`src/include/dma_chan_pkg.sv`:
```
// dma channel control package: register offsets, bit positions, resets
// and the packed carriers shared by the channel control files.
// assumes an 8-bit peripheral bus byte address and 32-bit data.
package dma_chan_pkg;

  // byte offsets of the channel registers
  localparam logic [7:0] OFS_TIME = 8'h14;
  localparam logic [7:0] OFS_CTRL = 8'h20;
  localparam logic [7:0] OFS_LEN  = 8'h24;
  localparam logic [7:0] OFS_TXD  = 8'h28;
  localparam logic [7:0] OFS_RXD  = 8'h2c;
  localparam logic [7:0] OFS_ADDR = 8'h30;

  // channel control/status bit positions
  localparam int BIT_HALT   = 16;
  localparam int BIT_PID    = 15;
  localparam int BIT_HDR    = 14;
  localparam int BIT_EN     = 13;
  localparam int BIT_HOLD   = 12;
  localparam int BIT_RD     = 11;
  localparam int BIT_RX     = 10;
  localparam int BIT_ABORT  = 9;
  localparam int BIT_INERR  = 8;
  localparam int BIT_OUTERR = 7;
  localparam int BIT_PKTIN  = 6;
  localparam int BIT_PKTOUT = 5;
  localparam int BIT_ERRIE  = 4;
  localparam int BIT_RXIE   = 3;
  localparam int BIT_TXIE   = 2;
  localparam int BIT_ACCEPT = 1;
  localparam int BIT_KICK   = 0;

  // field positions in the other registers
  localparam int TIME_FLAG_LSB = 6;
  localparam int LEN_LSB       = 2;
  localparam int BASE_LSB      = 10;
  localparam int TXIDX_LSB     = 4;
  localparam int RXIDX_LSB     = 3;
  localparam int MASK_LSB      = 8;

  // reset values
  localparam logic [7:0] ADDR_RST = 8'hfe;
  localparam logic [7:0] MASK_RST = 8'h00;

  typedef struct packed {
    logic [1:0] flags;
    logic [5:0] count;
  } time_code_t;

  // events reported by the dma engines and the link, same clock
  typedef struct packed {
    logic rx_pkt;
    logic tx_pkt;
    logic rx_err;
    logic tx_err;
    logic link_err;
    logic tx_desc_read;
    logic tx_desc_off;
    logic rx_desc_read;
    logic rx_desc_off;
    logic rx_active;
  } dma_event_t;

  // controls handed to the dma engines
  typedef struct packed {
    logic tx_enable;
    logic rx_enable;
    logic abort;
    logic strip_first;
    logic strip_second;
    logic discard_no_desc;
    logic rx_desc_ready;
  } dma_ctrl_t;

endpackage

```
`src/dma_channel_ctrl.sv`:
```
// dma channel control: time-code register and one dma channel's registers
// on the peripheral bus. assumes the dma engines, codec and bus master
// share CLK; only TICK_IN comes from a pin and is synchronised.
//
// How it works
// two time flags go out with ticks; received codes overwrite them
// each tick increments time_count and sends the incremented value; a tick that meets a received code or a write is dropped
// software writes to time_count store silently; received counts store
// link error with halt_tx_on_link_fault set drops the transmit enable
// drop_protocol_id_byte strips bytes one and two of each packet
// drop_address_byte strips the first byte of each packet
// own_node_match_select picks channel address and mask over node-wide
// hold_when_no_descriptor clear discards, set waits for a descriptor
// rx_descriptors_ready set by software, cleared on disabled descriptor
// reception_in_progress reads the live receive activity
// abort_transmit ends the packet, disables transmit, self clears
// bus errors on receive or transmit set sticky write-one-clear flags
// packet_in_flag and packet_out_flag set per packet, software clears
// enabled interrupts pulse on bus errors and packets; enables unreset
// packets are stored only while inbound_accept_on is one
// tx_kick set by software, cleared on reaching disabled descriptor
// max_inbound_length is 25 bits, low two bits zero, not reset
// transmit table_index steps 16 bytes per read and wraps to zero
// receive table_index steps 8 bytes per read and wraps to zero
// address check ands both addresses with inverted mask; reset 254
// a tick is sent once the current character has finished
// reserved bits read zero and ignore writes
`timescale 1ns/100ps
module dma_channel_ctrl
  import dma_chan_pkg::*;
(
  // clock, reset, enable
  input  wire logic        CLK,
  input  wire logic        RST,
  input  wire logic        CE,
  // peripheral bus slave
  input  wire logic        PSEL,
  input  wire logic        PENABLE,
  input  wire logic        PWRITE,
  input  wire logic [7:0]  PADDR,
  input  wire logic [31:0] PWDATA,
  output logic             PREADY,
  output logic             PSLVERR,
  output logic [31:0]      PRDATA,
  // time-codes
  input  wire logic        TICK_IN,
  input  wire logic        SW_TICK,
  input  wire logic        CHAR_DONE,
  input  wire logic        RX_TC_VALID,
  input  time_code_t       RX_TC,
  output logic             TC_SEND,
  output time_code_t       TC_DATA,
  // dma engines
  input  dma_event_t       EVT,
  output dma_ctrl_t        CTRL,
  output logic [24:0]      MAX_LEN,
  output logic [31:0]      TX_DESC_ADDR,
  output logic [31:0]      RX_DESC_ADDR,
  // node address check
  input  wire logic [7:0]  RX_ADDR,
  input  wire logic [7:0]  NODE_ADDR,
  input  wire logic [7:0]  NODE_MASK,
  output logic             ADDR_MATCH,
  // interrupt pulse
  output logic             IRQ
);

  logic        take;
  logic        wr;
  logic        wr_time;
  logic        wr_ctrl;
  logic        wr_len;
  logic        wr_txd;
  logic        wr_rxd;
  logic        wr_addr;
  logic        mapped;
  logic [31:0] rdata;
  logic        tick_s;
  logic        tick_prev_q;
  logic        tick_now;

  time_code_t  tc_q,   tc_d;
  time_code_t  tcout_q, tcout_d;
  logic        pend_q, pend_d;
  logic        send_q, send_d;

  logic        halt_q, halt_d;
  logic        pid_q, pid_d;
  logic        hdr_q, hdr_d;
  logic        en_q, en_d;
  logic        hold_q, hold_d;
  logic        rd_q, rd_d;
  logic        abort_q, abort_d;
  logic        accept_q, accept_d;
  logic        kick_q, kick_d;
  logic        inerr_q, outerr_q, pktin_q, pktout_q;
  logic [2:0]  irqen_q, irqen_d;
  logic [22:0] len_q,   len_d;
  logic [21:0] txb_q,   txb_d;
  logic [5:0]  txi_q,   txi_d;
  logic [21:0] rxb_q,   rxb_d;
  logic [6:0]  rxi_q,   rxi_d;
  logic [7:0]  adr_q,   adr_d;
  logic [7:0]  msk_q,   msk_d;
  logic        match_d;
  logic        irq_d;
  dma_ctrl_t   ctrl_d;

  // bus access is taken in the first enable cycle, answered one later
  assign take    = CE && PSEL && PENABLE && !PREADY;
  assign wr      = take && PWRITE;
  assign wr_time = wr && (PADDR == OFS_TIME);
  assign wr_ctrl = wr && (PADDR == OFS_CTRL);
  assign wr_len  = wr && (PADDR == OFS_LEN);
  assign wr_txd  = wr && (PADDR == OFS_TXD);
  assign wr_rxd  = wr && (PADDR == OFS_RXD);
  assign wr_addr = wr && (PADDR == OFS_ADDR);

  // tick pin is asynchronous, so it is synchronised before edge detection
  sync2 #(.W(1)) u_tick_sync (
    .clk (CLK),
    .rst (RST),
    .ce  (CE),
    .d   (TICK_IN),
    .q   (tick_s)
  );
  assign tick_now = (tick_s && !tick_prev_q) || SW_TICK;

  // time-code state; a received code wins over a write and a tick
  always_comb begin
    tc_d    = tc_q;
    tcout_d = tcout_q;
    pend_d  = pend_q;
    send_d  = 1'b0;
    if (CE) begin
      // send after character
      if (pend_q && CHAR_DONE) begin
        send_d = 1'b1;
        pend_d = 1'b0;
      end
      if (RX_TC_VALID) begin
        // store received flags
        tc_d = RX_TC;
      end else if (wr_time) begin
        // silent software write
        tc_d.flags = PWDATA[TIME_FLAG_LSB +: 2];
        tc_d.count = PWDATA[5:0];
      end else if (tick_now) begin
        // increment and send
        tc_d.count    = tc_q.count + 6'h01;
        tcout_d.flags = tc_q.flags;
        tcout_d.count = tc_q.count + 6'h01;
        pend_d        = 1'b1;
      end
    end
  end

  always_ff @(posedge CLK) begin
    if (RST) begin
      tc_q        <= '0;
      tcout_q     <= '0;
      pend_q      <= 1'b0;
      send_q      <= 1'b0;
      tick_prev_q <= 1'b0;
    end else begin
      tc_q        <= tc_d;
      tcout_q     <= tcout_d;
      pend_q      <= pend_d;
      send_q      <= send_d;
      tick_prev_q <= CE ? tick_s : tick_prev_q;
    end
  end
  assign TC_SEND = send_q;
  assign TC_DATA = tcout_q;

  // channel control bits; hardware clears lose to a software set
  always_comb begin
    {halt_d, pid_d, hdr_d, en_d, hold_d} =
      {halt_q, pid_q, hdr_q, en_q, hold_q};
    rd_d     = rd_q;
    accept_d = accept_q;
    kick_d   = kick_q;
    abort_d  = 1'b0;
    if (CE) begin
      // clear on disabled descriptor
      if (EVT.rx_desc_off) begin
        rd_d = 1'b0;
      end
      // clear on disabled descriptor
      if (EVT.tx_desc_off) begin
        kick_d = 1'b0;
      end
      // halt on link fault
      if (halt_q && EVT.link_err) begin
        kick_d = 1'b0;
      end
      if (wr_ctrl) begin
        halt_d   = PWDATA[BIT_HALT];
        pid_d    = PWDATA[BIT_PID];
        hdr_d    = PWDATA[BIT_HDR];
        en_d     = PWDATA[BIT_EN];
        hold_d   = PWDATA[BIT_HOLD];
        accept_d = PWDATA[BIT_ACCEPT];
        if (PWDATA[BIT_RD]) begin
          rd_d = 1'b1;
        end
        if (PWDATA[BIT_KICK]) begin
          kick_d = 1'b1;
        end
        // abort wins, self clearing
        if (PWDATA[BIT_ABORT]) begin
          abort_d = 1'b1;
          kick_d  = 1'b0;
        end
      end
    end
  end

  always_ff @(posedge CLK) begin
    if (RST) begin
      {halt_q, pid_q, hdr_q, en_q, hold_q} <= 5'h00;
      rd_q     <= 1'b0;
      accept_q <= 1'b0;
      kick_q   <= 1'b0;
      abort_q  <= 1'b0;
    end else begin
      {halt_q, pid_q, hdr_q, en_q, hold_q} <=
        {halt_d, pid_d, hdr_d, en_d, hold_d};
      rd_q     <= rd_d;
      accept_q <= accept_d;
      kick_q   <= kick_d;
      abort_q  <= abort_d;
    end
  end

  // bus error flags
  sticky_flag u_inerr (
    .clk (CLK), .rst (RST), .ce (CE),
    .set (EVT.rx_err), .clr (wr_ctrl && PWDATA[BIT_INERR]), .q (inerr_q)
  );
  sticky_flag u_outerr (
    .clk (CLK), .rst (RST), .ce (CE),
    .set (EVT.tx_err), .clr (wr_ctrl && PWDATA[BIT_OUTERR]), .q (outerr_q)
  );
  // packet flags
  sticky_flag u_pktin (
    .clk (CLK), .rst (RST), .ce (CE),
    .set (EVT.rx_pkt), .clr (wr_ctrl && PWDATA[BIT_PKTIN]), .q (pktin_q)
  );
  sticky_flag u_pktout (
    .clk (CLK), .rst (RST), .ce (CE),
    .set (EVT.tx_pkt), .clr (wr_ctrl && PWDATA[BIT_PKTOUT]), .q (pktout_q)
  );

  // unreset fields: enables, length, table bases; software must load them
  always_comb begin
    irqen_d = irqen_q;
    len_d   = len_q;
    txb_d   = txb_q;
    rxb_d   = rxb_q;
    if (wr_ctrl) begin
      irqen_d = {PWDATA[BIT_ERRIE], PWDATA[BIT_RXIE], PWDATA[BIT_TXIE]};
    end
    // only bits 24..2 writable
    if (wr_len) begin
      len_d = PWDATA[LEN_LSB +: 23];
    end
    if (wr_txd) begin
      txb_d = PWDATA[BASE_LSB +: 22];
    end
    if (wr_rxd) begin
      rxb_d = PWDATA[BASE_LSB +: 22];
    end
  end

  always_ff @(posedge CLK) begin
    irqen_q <= irqen_d;
    len_q   <= len_d;
    txb_q   <= txb_d;
    rxb_q   <= rxb_d;
  end

  // descriptor selectors step one entry per read and wrap by width
  always_comb begin
    txi_d = txi_q;
    rxi_d = rxi_q;
    adr_d = adr_q;
    msk_d = msk_q;
    if (CE) begin
      // transmit index steps
      if (wr_txd) begin
        txi_d = PWDATA[TXIDX_LSB +: 6];
      end else if (EVT.tx_desc_read) begin
        txi_d = txi_q + 6'h01;
      end
      // receive index steps
      if (wr_rxd) begin
        rxi_d = PWDATA[RXIDX_LSB +: 7];
      end else if (EVT.rx_desc_read) begin
        rxi_d = rxi_q + 7'h01;
      end
      if (wr_addr) begin
        adr_d = PWDATA[7:0];
        msk_d = PWDATA[MASK_LSB +: 8];
      end
    end
  end

  // masked compare, own or node-wide address
  always_comb begin
    if (en_q) begin
      match_d = (RX_ADDR & ~msk_q) == (adr_q & ~msk_q);
    end else begin
      match_d = (RX_ADDR & ~NODE_MASK) == (NODE_ADDR & ~NODE_MASK);
    end
  end

  // interrupt pulse from enabled events
  always_comb begin
    irq_d = (irqen_q[2] && (EVT.rx_err || EVT.tx_err)) ||
            (irqen_q[1] && EVT.rx_pkt) ||
            (irqen_q[0] && EVT.tx_pkt);
  end

  // controls to the engines, registered from their next values
  always_comb begin
    ctrl_d.tx_enable       = kick_d;
    // store only while accepting
    ctrl_d.rx_enable       = accept_d;
    ctrl_d.abort           = abort_d;
    // byte stripping
    ctrl_d.strip_first     = hdr_d || pid_d;
    ctrl_d.strip_second    = pid_d;
    // discard unless holding
    ctrl_d.discard_no_desc = !hold_d;
    ctrl_d.rx_desc_ready   = rd_d;
  end

  always_ff @(posedge CLK) begin
    if (RST) begin
      txi_q      <= 6'h00;
      rxi_q      <= 7'h00;
      adr_q      <= ADDR_RST;
      msk_q      <= MASK_RST;
      ADDR_MATCH <= 1'b0;
      IRQ        <= 1'b0;
      CTRL       <= '0;
    end else begin
      txi_q      <= txi_d;
      rxi_q      <= rxi_d;
      adr_q      <= adr_d;
      msk_q      <= msk_d;
      ADDR_MATCH <= CE ? match_d : ADDR_MATCH;
      IRQ        <= CE ? irq_d : IRQ;
      CTRL       <= ctrl_d;
    end
  end
  assign MAX_LEN      = {len_q, 2'b00};
  assign TX_DESC_ADDR = {txb_q, txi_q, 4'h0};
  assign RX_DESC_ADDR = {rxb_q, rxi_q, 3'h0};

  // read mux; reserved bits read zero
  always_comb begin
    rdata  = 32'h0000_0000;
    mapped = 1'b1;
    unique case (PADDR)
      OFS_TIME: rdata[7:0] = tc_q;
      OFS_CTRL: begin
        rdata[BIT_HALT]   = halt_q;
        rdata[BIT_PID]    = pid_q;
        rdata[BIT_HDR]    = hdr_q;
        rdata[BIT_EN]     = en_q;
        rdata[BIT_HOLD]   = hold_q;
        rdata[BIT_RD]     = rd_q;
        // live activity
        rdata[BIT_RX]     = EVT.rx_active;
        rdata[BIT_INERR]  = inerr_q;
        rdata[BIT_OUTERR] = outerr_q;
        rdata[BIT_PKTIN]  = pktin_q;
        rdata[BIT_PKTOUT] = pktout_q;
        rdata[BIT_ERRIE]  = irqen_q[2];
        rdata[BIT_RXIE]   = irqen_q[1];
        rdata[BIT_TXIE]   = irqen_q[0];
        rdata[BIT_ACCEPT] = accept_q;
        rdata[BIT_KICK]   = kick_q;
      end
      OFS_LEN:  rdata[24:0] = {len_q, 2'b00};
      OFS_TXD:  rdata[31:4] = {txb_q, txi_q};
      OFS_RXD:  rdata[31:3] = {rxb_q, rxi_q};
      OFS_ADDR: rdata[15:0] = {msk_q, adr_q};
      default:  mapped = 1'b0;
    endcase
  end

  // answer one cycle after the take; unmapped gives an error, zero data
  always_ff @(posedge CLK) begin
    if (RST) begin
      PREADY  <= 1'b0;
      PSLVERR <= 1'b0;
      PRDATA  <= 32'h0000_0000;
    end else if (CE) begin
      PREADY  <= take;
      PSLVERR <= take && !mapped;
      PRDATA  <= (take && !PWRITE) ? rdata : 32'h0000_0000;
    end
  end
endmodule

```
`src/sticky_flag.sv`:
```
// sticky status flag: hardware sets, software clears by writing one.
// assumes set and clr are single-cycle strobes on the same clock.
`timescale 1ns/100ps
module sticky_flag (
  input  wire logic clk,
  input  wire logic rst,
  input  wire logic ce,
  input  wire logic set,
  input  wire logic clr,
  output logic      q
);
  logic q_d;

  // set beats clear so an event in the clearing cycle is kept
  always_comb begin
    q_d = q;
    if (ce) begin
      if (set) begin
        q_d = 1'b1;
      end else if (clr) begin
        q_d = 1'b0;
      end
    end
  end

  always_ff @(posedge clk) begin
    if (rst) begin
      q <= 1'b0;
    end else begin
      q <= q_d;
    end
  end
endmodule

```
`src/sync2.sv`:
```
// two-stage synchroniser for asynchronous level inputs.
// assumes the destination clock is CLK; the first stage feeds only the second.
`timescale 1ns/100ps
module sync2 #(
  parameter int W = 1
) (
  input  wire logic         clk,
  input  wire logic         rst,
  input  wire logic         ce,
  input  wire logic [W-1:0] d,
  output logic      [W-1:0] q
);
  logic [W-1:0] meta_q;
  logic [W-1:0] meta_d;
  logic [W-1:0] q_d;

  // next values, frozen while the clock enable is low
  always_comb begin
    meta_d = ce ? d : meta_q;
    q_d    = ce ? meta_q : q;
  end

  always_ff @(posedge clk) begin
    if (rst) begin
      meta_q <= '0;
      q      <= '0;
    end else begin
      meta_q <= meta_d;
      q      <= q_d;
    end
  end
endmodule

```
`config.mk`:
```
export PLATFORM = sky130hd
export DESIGN_NAME = dma_channel_ctrl
export DESIGN_NICKNAME = d
export VERILOG_FILES = /design/src/include/dma_chan_pkg.sv /design/src/dma_channel_ctrl.sv /design/src/sticky_flag.sv /design/src/sync2.sv
export SDC_FILE = /design/constraint.sdc
export NUM_CORES = 1
export LEC_CHECK = 0
export BUFFER_PORTS_ARGS = -buffer_cell sky130_fd_sc_hd__buf_2
export CAP_MARGIN = 25
export CORE_ASPECT_RATIO = 0.75
export CORE_MARGIN = 8
export CORE_UTILIZATION = 39
export DETAILED_ROUTE_END_ITERATION = 6
export HOLD_SLACK_MARGIN = 0.02
export PLACE_DENSITY = 0.64
export SYNTH_ARGS = -nofsm -noshare
export SYNTH_HDL_FRONTEND = slang
export SYNTH_HIERARCHICAL = 1
export SYNTH_SLANG_ARGS = --single-unit
```
`constraint.sdc`:
```
create_clock -name CLK -period 4.2 [get_ports CLK]
set_input_delay 1.26 -clock CLK [delete_from_list [all_inputs] [get_ports CLK]]
set_output_delay 1.26 -clock CLK [all_outputs]
set_load 0.01 [all_outputs]
```
* Word-level counts from Yosys, hierarchy flattened
Cells that the tools add are included.
Storage, ports and cells: input port bits 92, word-level logic and storage cells 164, bits in registers 171, output and inout bits 141
Cells by class: add/sub/neg operators 3, reductions and logical operators 54, mux-type cells 52, bitwise gates (word level) 10, equal/unequal tests 8
Operators by type and width (count):
- $eq A8 B6 Y1 const B | 5
- $mux W1 | 34
- $and A8 B8 Y8 | 4
- $mux W32 | 1
- $pmux W6 S5 | 1
- $mux W6 | 4
- $pmux W4 S6 | 1
- $pmux W8 S3 | 1
- $logic_and A1 B1 Y1 | 22
- $reduce_and A2 Y1 | 10
- $eq A8 B8 Y1 | 2
- $not A8 Y8 | 2
- $mux W7 | 2
- $pmux W7 S2 | 1
- $reduce_bool A2 Y1 | 7
- $add A6 B1 Y6 const B | 2
- $pmux W3 S4 | 1
- $pmux W1 S5 | 2
- $eq A8 B5 Y1 const B | 1
- $mux W8 | 1
- $pmux W1 S4 | 2
- $add A7 B1 Y7 const B | 1
- $reduce_or A6 Y1 | 1
- $logic_not A1 Y1 | 5
- 7 further kinds | 14

* Depth between registers and ports, before layout
Gate-level depths: netlist of the first run.
depth in word-level cells 8, gate-level depth with buffers 10, gate-level depth less buffers 7

* Cells and area by module
Netlist of the first run, hierarchy kept.
Modules (own cells, without submodules):
- dma_channel_ctrl | area each 7559.8 um^2, sequential area each 4003.8 um^2, times used 1, cells each 734
- sticky_flag | area each 42.5 um^2, sequential area each 20.0 um^2, times used 4, cells each 4
- sync2 | area each 67.6 um^2, sequential area each 40.0 um^2, times used 1, cells each 6

* Worst setup path before layout of the first run
Ideal clock, no wire load.
kind input-to-reg, from input port PADDR[0], to register len_q[0], enable pin, arrival time 3499 ps, path slack 269 ps, library setup time 432 ps, stages 4, path buffers 1, cells stage by stage buf_2 > nor4b_2 > nand2_1 > nor3_1
Between the ends: cells in the longest elaborated chain, start to end 2
RTL lines:
- from (decl) | line dma_channel_ctrl.sv:40 | input wire logic [7:0] PADDR,
- $eq A8 B6 Y1 | line dma_channel_ctrl.sv:114 | assign wr_len = wr && (PADDR == OFS_LEN);
- $logic_and A1 B1 Y1 | line dma_channel_ctrl.sv:114
- net wr_len | line dma_channel_ctrl.sv:72 | logic wr_len;
- to (signal assigned) | line dma_channel_ctrl.sv:278 | len_q <= len_d;
- to (decl) | line dma_channel_ctrl.sv:98 | logic [22:0] len_q, len_d;
The timed path passes the listed nets, and every way through them passes these cells. A chain may end at the register's enable or synchronous reset.

* Worst setup path in the final report of the first run
from input port PADDR[1], to register msk_q[2]
Between the ends: cells in the longest elaborated chain, start to end 3
RTL lines:
- $eq A8 B6 Y1 | line dma_channel_ctrl.sv:117 | assign wr_addr = wr && (PADDR == OFS_ADDR);
- $logic_and A1 B1 Y1 | line dma_channel_ctrl.sv:117
- $reduce_and A2 Y1 (no line)
- to (signal assigned) | line dma_channel_ctrl.sv:352 | msk_q <= msk_d;
- to (decl) | line dma_channel_ctrl.sv:104 | logic [7:0] msk_q, msk_d;
No other way between the ends.

==> results.yml, run 1 <==
grt:
  grt_pass1_wl_um: 40400
  grt_start_max_net_pins: 47
  grt_usage: 0.212
  antenna_found_initial: 1
  grt_pass1_vias: 6671
  gr-total-overflow: 0
cells_and_area:
  drive_above_1_share: 0.316
  finalInstanceArea_um2: 9650
  layout.nets: 1059
  antennaDiodeCount: 0
  final_util: 0.495
  area.growth.synth_to_final_pct: 23.7
  final_common_cell: "buf_2"
  mostFrequentLayoutCells: "buf_2, dfxtp_1, nand2_1"
drt:
  postRouteAntennaNets: 0
  route.detailed.drc: 0
  dr.pass1.iters: 5
  via_per_inst: 5.51
  totalWireLength_um: 26700
  first_iter_violations: 759
  wl_per_cell_um: 21.7
  vias: 6780
clock_network:
  clk_latency_ns: 0.43
  clockBufferDepth: 2
  path_clk_slew_ns: 0.07
  root_buffer: "clkbuf_16"
  ctsResizeCount: 0
  cts_tree: "done"
  cts_setup_buffers: 0
  numCtsBuffers: 17
  clock-sinks: 171
  cts_hold_buf: 0
  htree_levels: 4
yosys:
  synth_top_cells_by_area: "edfxtp_1, dfxtp_1, nand2_1"
  synth_top_area_cell: "edfxtp_1"
  synthFlopType: "dfxtp_1"
  ys_seq_area_frac: 0.529
  yosysWarningCount: 6
  synth.avg_cell_area_um2: 10.3
  synth_top_area_share: 0.270
  netlist_area_um2: 7800
  async_flop_share: 0
  syn_inst: 756
  synthDistinctLibCells: 69
  synth-seq-cells: 171
  synth-edff-count: 70
critical_path:
  r2r_setup_slack_ns: 1.85
  start_kind: "input pin"
  crit_path_max_fanout: 15
  critPathRequiredTime_ns: 4.56
  slowest_delay_ns: 0.80
  critical_path.top_delay_family: "simple AND/OR/NAND/NOR gates"
  slowest_stage: "or4b_1"
  critPathArrivalTime_ns: 3.44
  crit_buf_inv: 1
  cp_cell_sequence: "buf_2, or4b_1, nor3_4, and2_1, nand2_1, a21oi_1"
  critPathCaptureType: "register"
  criticalPathCategory: "in2reg"
timing:
  setup_tns_ns: 0
  skew_ns: 0.0138
  rsz0062_at_grt: "no"
  fmax_mhz: 324
  fin_crit_sh: 0.735
  slew-limit-headroom: 0.465
  hold_viol: 0
  maxSlewViolCount: 0
  setup_viol: 0
  fin_ws_ns: 1.11
  tightest_slew_ns: 0.797
  layout_min_cycle_time_ns: 3.09
placement:
  dpl.hpwl_um: 19900
  gp_congestion: 0.954
  placed_area_um2: 9100
  port_buffers: 223
  pre_cts_ws_ns: 0.719
die:
  io_pins: 233
  core_area_um2: 19500
  die_area_um2: 24800
  rows: 44
  die_w_um: 179
  initial_core_util: 0.400
  fp.dieH_um: 138
power_and_ir_drop:
  p_total_mw: 3.52
  leakagePower_nw: 3.79
  powerDensity_nw_per_um2: 365
  vdd_ir_drop_max_uv: 229
min_path:
  hp-class: "reg2reg"
run:
  cap_violations: 0
status:
  outcome: "finished, final reports clean"
==> where the power goes <==
group	total [mW]	internal [mW]	switching [mW]
Clock	1.49	0.773	0.713
Combinational	0.271	0.105	0.166
Sequential	1.76	1.74	0.0199
Total	3.52	2.62	0.899
==> through the flow <==
stage / hold slack, ns / cells
after floorplan: 0.410 / 764
after global placement: 0.414 / 1198
after detailed placement: 0.424 / 1198
after CTS: 0.433 / 1230
after global routing: 0.470 / 1230
final: 0.436 / 1230
==> worst paths after layout <==
check                            from                    end  depth (start not counted)
setup reg to reg  PREADY$_SDFFE_PP0P_  txi_q[2]$_SDFFE_PP0P_                          8
hold reg to reg   pend_q$_SDFFE_PP0P_     TC_SEND$_SDFF_PP0_                          2
hold / removal    pend_q$_SDFFE_PP0P_     TC_SEND$_SDFF_PP0_                          2
setup / recovery             PADDR[1]  msk_q[2]$_SDFFE_PP0P_                          6
==> logic make-up (layout without fill, tap and decap cells) <==
kind of cell,count (synthesis),count (layout),share of synthesized area
AO/OA/AOI/OAI,196,196,0.174
XOR/XNOR,22,22,0.0247
adder cells (fa/ha/maj),3,3,0.00481
buffers and inverters,73,286,0.0477
flip-flops,171,171,0.529
multiplexers,32,32,0.0420
other,1,9,0.000481
AND/OR/NAND/NOR,258,258,0.177
==> metal layers <==
layer / vias to the layer above / part of all wire / GRT usage
li1: 3181 / - / -
met1: 3249 / 0.45 / 0.303
met2: 329 / 0.43 / 0.309
met3: 19 / 0.11 / 0.0680
met4: 2 / 0.0092 / 0.0394
met5: - / 0.00037 / 0
==> flip-flops by register name, indices dropped and copies added, names as in the netlist, 3 cells and up <==
register / flops
PRDATA: 32
len_q: 23
rxb_q: 22
txb_q: 22
TC_DATA: 8
adr_q: 8
msk_q: 8
tc_q: 8
CTRL: 7
rxi_q: 7
txi_q: 6
irqen_q: 3
==> synth_stat cells, drive strengths merged (4+ instances only) <==
| library cell | count |
|---|---|
| mux2 | 6 |
| dfxtp | 101 |
| nand3b | 14 |
| nand3 | 11 |
| edfxtp | 70 |
| nand2b | 4 |
| nor4 | 7 |
| o22ai | 11 |
| and2 | 8 |
| nor2b | 11 |
| inv | 12 |
| and3 | 4 |
| nor2 | 65 |
| o21ai | 43 |
| a21bo | 4 |
| a21oi | 47 |
| nor3 | 17 |
| mux2i | 26 |
| a32oi | 6 |
| a311oi | 5 |
| and4 | 4 |
| nand2 | 82 |
| a22o | 10 |
| clkbuf | 27 |
| xnor2 | 19 |
| buf | 33 |
| nor3b | 8 |
| o2bb2ai | 18 |
| a31oi | 4 |
| a22oi | 28 |
| a211o | 5 |
| nor4b | 4 |
| a211oi | 7 |
==> area by class of cell <==
class                           instances  area [µm²]
Tap cell                              253         317
Timing Repair Buffer                  241        1250
Fill cell                            1872        9840
Sequential cell                       171        4120
Clock buffer                           18         429
Clock inverter                         14         114
Multi-Input combinational cell        520        3360
Inverter                               13        50.0
==> worst min-delay path: stages, from the launching register on <==
cell and delay [ns]:
dfxtp_1 0.31, nand2_1 0.05, nor2_1 0.03
Note: power is estimated with default switching activity, not from simulation.
==> run 2, diff against run 1 <==
--- a/config.mk
+++ b/config.mk
@@ -5,6 +5,7 @@
 export SDC_FILE = /design/constraint.sdc
 export NUM_CORES = 1
 export LEC_CHECK = 0
+export ABC_AREA = 1
 export BUFFER_PORTS_ARGS = -buffer_cell sky130_fd_sc_hd__buf_2
 export CAP_MARGIN = 25
 export CORE_ASPECT_RATIO = 0.75
@@ -12,7 +13,7 @@
 export CORE_UTILIZATION = 39
 export DETAILED_ROUTE_END_ITERATION = 6
 export HOLD_SLACK_MARGIN = 0.02
-export PLACE_DENSITY = 0.64
+export PLACE_DENSITY = 0.66
 export SYNTH_ARGS = -nofsm -noshare
 export SYNTH_HDL_FRONTEND = slang
 export SYNTH_HIERARCHICAL = 1
==> constraint.sdc (replaced) <==
create_clock -name CLK -period 2.8 [get_ports CLK]
set_input_delay 0.84 -clock CLK [delete_from_list [all_inputs] [get_ports CLK]]
set_output_delay 0.84 -clock CLK [all_outputs]
set_load 0.01 [all_outputs]
==> results.yml, run 2 <==
placement:
  port_buffers: 223
  dpl.hpwl_um: 20100
  gp_congestion: 0.862
  dp.cells: 1465
drt:
  dr.pass1.iters: 7
  postRouteAntennaNets: 0
  route.detailed.drc: 0
  totalWireLength_um: 27000
  wl_per_cell_um: 18.0
  via_per_inst: 5.04
  vias: 7545
  first_iter_violations: 725
timing:
  setup_tns_ns: 0
  setup_viol: 0
  maxSlewViolCount: 0
  layout_min_cycle_time_ns: 2.02
  skew_ns: 0.00860
  fmax_mhz: 496
  fin_crit_sh: 0.720
  tightest_slew_ns: 0.696
  hold_viol: 0
  rsz0062_at_grt: "no"
  slew-limit-headroom: 0.536
  hold_slack_ns: 0.441
yosys:
  synthDistinctLibCells: 35
  synth_top_area_cell: "edfxtp_1"
  synth-edff-count: 70
  yosysWarningCount: 6
  synth_top_cells_by_area: "edfxtp_1, dfxtp_1, nand2_1"
  syn_inst: 1005
  ys_seq_area_frac: 0.516
  synth_top_area_share: 0.263
  synth.most_common_cell: "nand2_1"
  synth-seq-cells: 171
  synthFlopType: "dfxtp_1"
  synth.avg_cell_area_um2: 7.95
  synthTopCellsByCount: "nand2_1, nand3_1, nor2_1, dfxtp_1, edfxtp_1"
  netlist_area_um2: 7990
  async_flop_share: 0
clock_network:
  path_clk_slew_ns: 0.07
  cts_tree: "done"
  clock-sinks: 171
  clockBufferDepth: 2
  ctsResizeCount: 0
  numCtsBuffers: 17
  clk_latency_ns: 0.43
  root_buffer: "clkbuf_16"
  cts_setup_buffers: 0
  cts_hold_buf: 0
  htree_levels: 4
power_and_ir_drop:
  internal_power_mw: 3.99
  vdd_ir_drop_max_uv: 390
  p_clk_frac: 0.422
  p_sw_frac: 0.257
  p_total_mw: 5.36
  leakagePower_nw: 4.41
  powerDensity_nw_per_um2: 539
  p_switching_mw: 1.38
  seqPwrFrac: 0.497
  combPwrFrac: 0.081
min_path:
  min-delay-start: "TC_DATA[7]$_SDFFE_PP0P_"
  hp-class: "reg2reg"
cells_and_area:
  mostFrequentLayoutCells: "nand2_1, buf_2, nand3_1"
  area.growth.synth_to_final_pct: 24.4
  reg_top3: "PRDATA: 32 flops, len_q: 23 flops"
  fillers: 1990
  antennaDiodeCount: 0
  final_common_cell: "nand2_1"
  layout.nets: 1321
  largest_register_ffs: 32
  top_register: "PRDATA"
  drive_above_1_share: 0.262
  finish.cell_count_without_fillers: 1497
die:
  core_area_um2: 20200
  initial_core_util: 0.396
  rows: 45
  io_pins: 233
  die_area_um2: 25400
  die_w_um: 181
  fp.dieH_um: 140
status:
  outcome: "finished, final reports clean"
grt:
  grt_pass1_wl_um: 41400
  grt_usage: 0.209
  grt_pass1_vias: 7150
  grt_start_max_net_pins: 54
  gr-total-overflow: 0
  antenna_found_initial: 0
critical_path:
  critPathRequiredTime_ns: 3.09
  criticalPathCategory: "in2reg"
  crit_path_max_fanout: 12
  critPathArrivalTime_ns: 2.31
  startpoint: "PSEL"
  critPathCaptureType: "register"
  start_kind: "input pin"
  rr_startpoint: "PREADY$_SDFFE_PP0P_"
run:
  cap_violations: 0
==> run 2: cell type report <==
cell class                 count  area (µm²)  share of cell area
tap                          258         323              0.0325
timing repair buffer         250        1340               0.135
inverter                      61         229              0.0230
sequential                   171        4120               0.415
clock inverter                12         105              0.0106
clock buffer                  20         457              0.0459
multi-input combinational    725        3360               0.338
==> run 2: routing by layer <==
metal  global-route usage  wire length (µm)  vias to the layer above
li1                     -                 -                     3720
met1                0.294             12500                     3475
met2                0.307             11400                      323
met3               0.0623              2620                       27
met4               0.0538               444                        0
met5                    0                 0                        -
==> run 2: metrics by stage <==
step / setup WS [ns] / utilization / instance area (µm²)
finish: 0.784 / 0.493 / 9940
global placement: 0.413 / 0.465 / 9380
detailed placement: 0.365 / 0.465 / 9380
CTS: 0.839 / 0.493 / 9940
global route: 0.620 / 0.493 / 9940
floorplan: 0.294 / - / 8020
==> run 2: power groups by stage <==
stage	registers (mW)	clock network [mW]	logic, mW
2_1_floorplan	2.72	0	0.237
3_5_place_dp	2.72	0	0.431
5_1_grt	2.67	2.40	0.485
6_report	2.66	2.26	0.437
3_3_place_gp	2.72	0	0.426
4_1_cts	2.66	2.30	0.433
==> run 2: worst max-delay path, stage by stage <==
cell and delay [ns]:
buf_2 0.11, nand4_1 0.26, nor2_1 0.21, nand2_1 0.37
buf_4 0.28, o21ai_0 0.17, a21oi_1 0.06
==> run 2: cells by family after synthesis <==
logic type               after synthesis  share of synthesized area
buffers and inverters                117                     0.0692
adder cells (fa/ha/maj)                3                    0.00470
XOR/XNOR                               9                    0.00987
AND/OR/NAND/NOR                      561                      0.305
AO/OA/AOI/OAI                        143                     0.0949
other                                  1                   0.000469
flip-flops                           171                      0.516
==> run 2: path summary, 6_finish.rpt <==
kind                              to  slack, ns  depth (start not counted)
max reg2reg      halt_q$_SDFFE_PP0P_       0.89                          7
min          TC_DATA[7]$_SDFFE_PP0P_       0.44                          2
max              halt_q$_SDFFE_PP0P_       0.78                          7
min reg2reg  TC_DATA[7]$_SDFFE_PP0P_       0.44                          2
==> run 3, diff against run 2 <==
--- a/config.mk
+++ b/config.mk
@@ -13,7 +13,7 @@
 export CORE_UTILIZATION = 39
 export DETAILED_ROUTE_END_ITERATION = 6
 export HOLD_SLACK_MARGIN = 0.02
-export PLACE_DENSITY = 0.66
+export PLACE_DENSITY = 0.64
 export SYNTH_ARGS = -nofsm -noshare
 export SYNTH_HDL_FRONTEND = slang
 export SYNTH_HIERARCHICAL = 1
==> constraint.sdc (replaced) <==
create_clock -name CLK -period 1.95 [get_ports CLK]
set_input_delay 0.585 -clock CLK [delete_from_list [all_inputs] [get_ports CLK]]
set_output_delay 0.585 -clock CLK [all_outputs]
set_load 0.01 [all_outputs]
==> results.yml, run 3 (same netlist as run 2, synthesis figures left out) <==
timing:
  hold_viol: 0
  fmax_mhz: 585
  skew_ns: 0.0110
  fin_crit_sh: 0.876
  slew-limit-headroom: 0.628
  maxSlewViolCount: 0
  layout_min_cycle_time_ns: 1.71
  hold_slack_ns: 0.341
  setup_viol: 0
  tightest_slew_ns: 0.559
  rsz0062_at_grt: "no"
cells_and_area:
  layout.nets: 1348
  drive_above_1_share: 0.278
  final_common_cell: "nand2_1"
  fillers: 1978
  area.growth.synth_to_final_pct: 29.4
  antennaDiodeCount: 0
  largest_register_ffs: 32
  final_util: 0.513
  mostFrequentLayoutCells: "nand2_1, buf_2, nand3_1"
  reg_top3: "PRDATA: 32 flops, len_q: 23 flops"
  finalInstanceArea_um2: 10300
  top_register: "PRDATA"
run:
  cap_violations: 0
drt:
  totalWireLength_um: 27400
  route.detailed.drc: 0
  vias: 7674
  postRouteAntennaNets: 0
  dr.pass1.iters: 6
  via_per_inst: 5.04
  wl_per_cell_um: 18.0
  first_iter_violations: 721
grt:
  antenna_found_initial: 0
  gr-total-overflow: 0
  grt_start_max_net_pins: 54
  grt_pass1_wl_um: 42100
  grt_pass1_vias: 7225
  grt_usage: 0.212
power_and_ir_drop:
  powerDensity_nw_per_um2: 774
  leakagePower_nw: 4.61
  vdd_ir_drop_max_uv: 483
  seqPwrFrac: 0.477
  p_total_mw: 8.01
  p_clk_frac: 0.440
  combPwrFrac: 0.083
  p_sw_frac: 0.250
  internal_power_mw: 6.01
  p_switching_mw: 2.00
critical_path:
  cp_cell_sequence: "buf_2"
  rr_startpoint: "PREADY$_SDFFE_PP0P_"
  start_kind: "register"
  slowest_stage: "dfxtp_1"
  crit_buf_inv: 1
  critPathRequiredTime_ns: 1.36
  worst_r2r_endpoint: "TC_DATA[2]$_SDFFE_PP0P_"
  crit_path_max_fanout: 6
  critical_path.top_delay_family: "flip-flops"
  critPathArrivalTime_ns: 1.12
  slowest_delay_ns: 0.49
  criticalPathCategory: "reg2out"
  critPathCaptureType: "primary output"
  reg2reg_depth: 8
  r2r_setup_slack_ns: 0.30
die:
  fp.dieH_um: 140
  rows: 45
  initial_core_util: 0.396
  die_w_um: 181
  die_area_um2: 25400
  io_pins: 233
  core_area_um2: 20200
min_path:
  hp-class: "in2reg"
  min_to: "rxb_q[15]$_DFFE_PP_"
  min-delay-start: "PWDATA[25]"
  hold_path_depth: 1
clock_network:
  clk_latency_ns: 0.43
  path_clk_slew_ns: 0.07
  ctsResizeCount: 0
  htree_levels: 4
  root_buffer: "clkbuf_16"
  numCtsBuffers: 17
  clockBufferDepth: 2
  cts_tree: "done"
  cts_hold_buf: 0
  cts_setup_buffers: 0
  clock-sinks: 171
placement:
  dpl.hpwl_um: 20400
  port_buffers: 223
  placed_area_um2: 9730
  gp_congestion: 0.886
status:
  outcome: "finished, final reports clean"
[run 3: cell count changes in the layout (fill, tap and decap cells not counted)]
cell and change:
inv_6 -1, buf_12 +12, bufinv_16 +2, clkinv_2 -1, clkinv_1 +1, clkbuf_1 -1, buf_4 +15
[run 3: per-stage QoR]
step	TNS [ns]	setup slack, ns	instances
floorplan	0	0.0115	1013
global placement	-0.705	-0.119	1492
detailed placement	-2.82	-0.105	1492
CTS	0	0.243	1524
global route	0	0.126	1524
finish	0	0.242	1524
[run 3: layout make-up]
type | instances | area, µm² | area share
tap | 258 | 323 | 0.0312
multi-input combinational | 725 | 3360 | 0.325
clock buffer | 19 | 453 | 0.0438
inverter | 61 | 229 | 0.0221
clock inverter | 13 | 155 | 0.0150
sequential | 171 | 4120 | 0.399
timing repair buffer | 277 | 1700 | 0.164
[run 3: power by group through the flow]
stage / Combinational, mW / Clock [mW] / Sequential, mW
floorplan: 0.341 / 0 / 3.90
global placement: 0.650 / 0 / 3.90
detailed placement: 0.658 / 0 / 3.90
CTS: 0.661 / 3.57 / 3.82
global route: 0.734 / 3.71 / 3.83
finish: 0.663 / 3.52 / 3.82
[run 3: per-layer routing]
metal / vias to the layer above / GRT usage / share of wire
li1: 3779 / - / -
met4: 0 / 0.0568 / 0.014
met1: 3497 / 0.305 / 0.45
met3: 27 / 0.0545 / 0.11
met5: - / 0 / 0
met2: 371 / 0.309 / 0.43
[run 3: worst max path at each step]
| stage | from | endpoint | cells after the start |
|---|---|---|---|
| 6_report | txi_q[2]$_SDFFE_PP0P_ | TX_DESC_ADDR[6] | 1 |
| 3_3_place_gp | PADDR[1] | PRDATA[8]$_SDFFE_PP0P_ | 12 |
| 3_5_place_dp | PADDR[1] | PRDATA[15]$_SDFFE_PP0P_ | 12 |
| 2_1_floorplan | PADDR[7] | len_q[0]$_DFFE_PP_ | 3 |
| 4_1_cts | txi_q[2]$_SDFFE_PP0P_ | TX_DESC_ADDR[6] | 1 |
| 5_1_grt | PREADY$_SDFFE_PP0P_ | TC_DATA[2]$_SDFFE_PP0P_ | 8 |
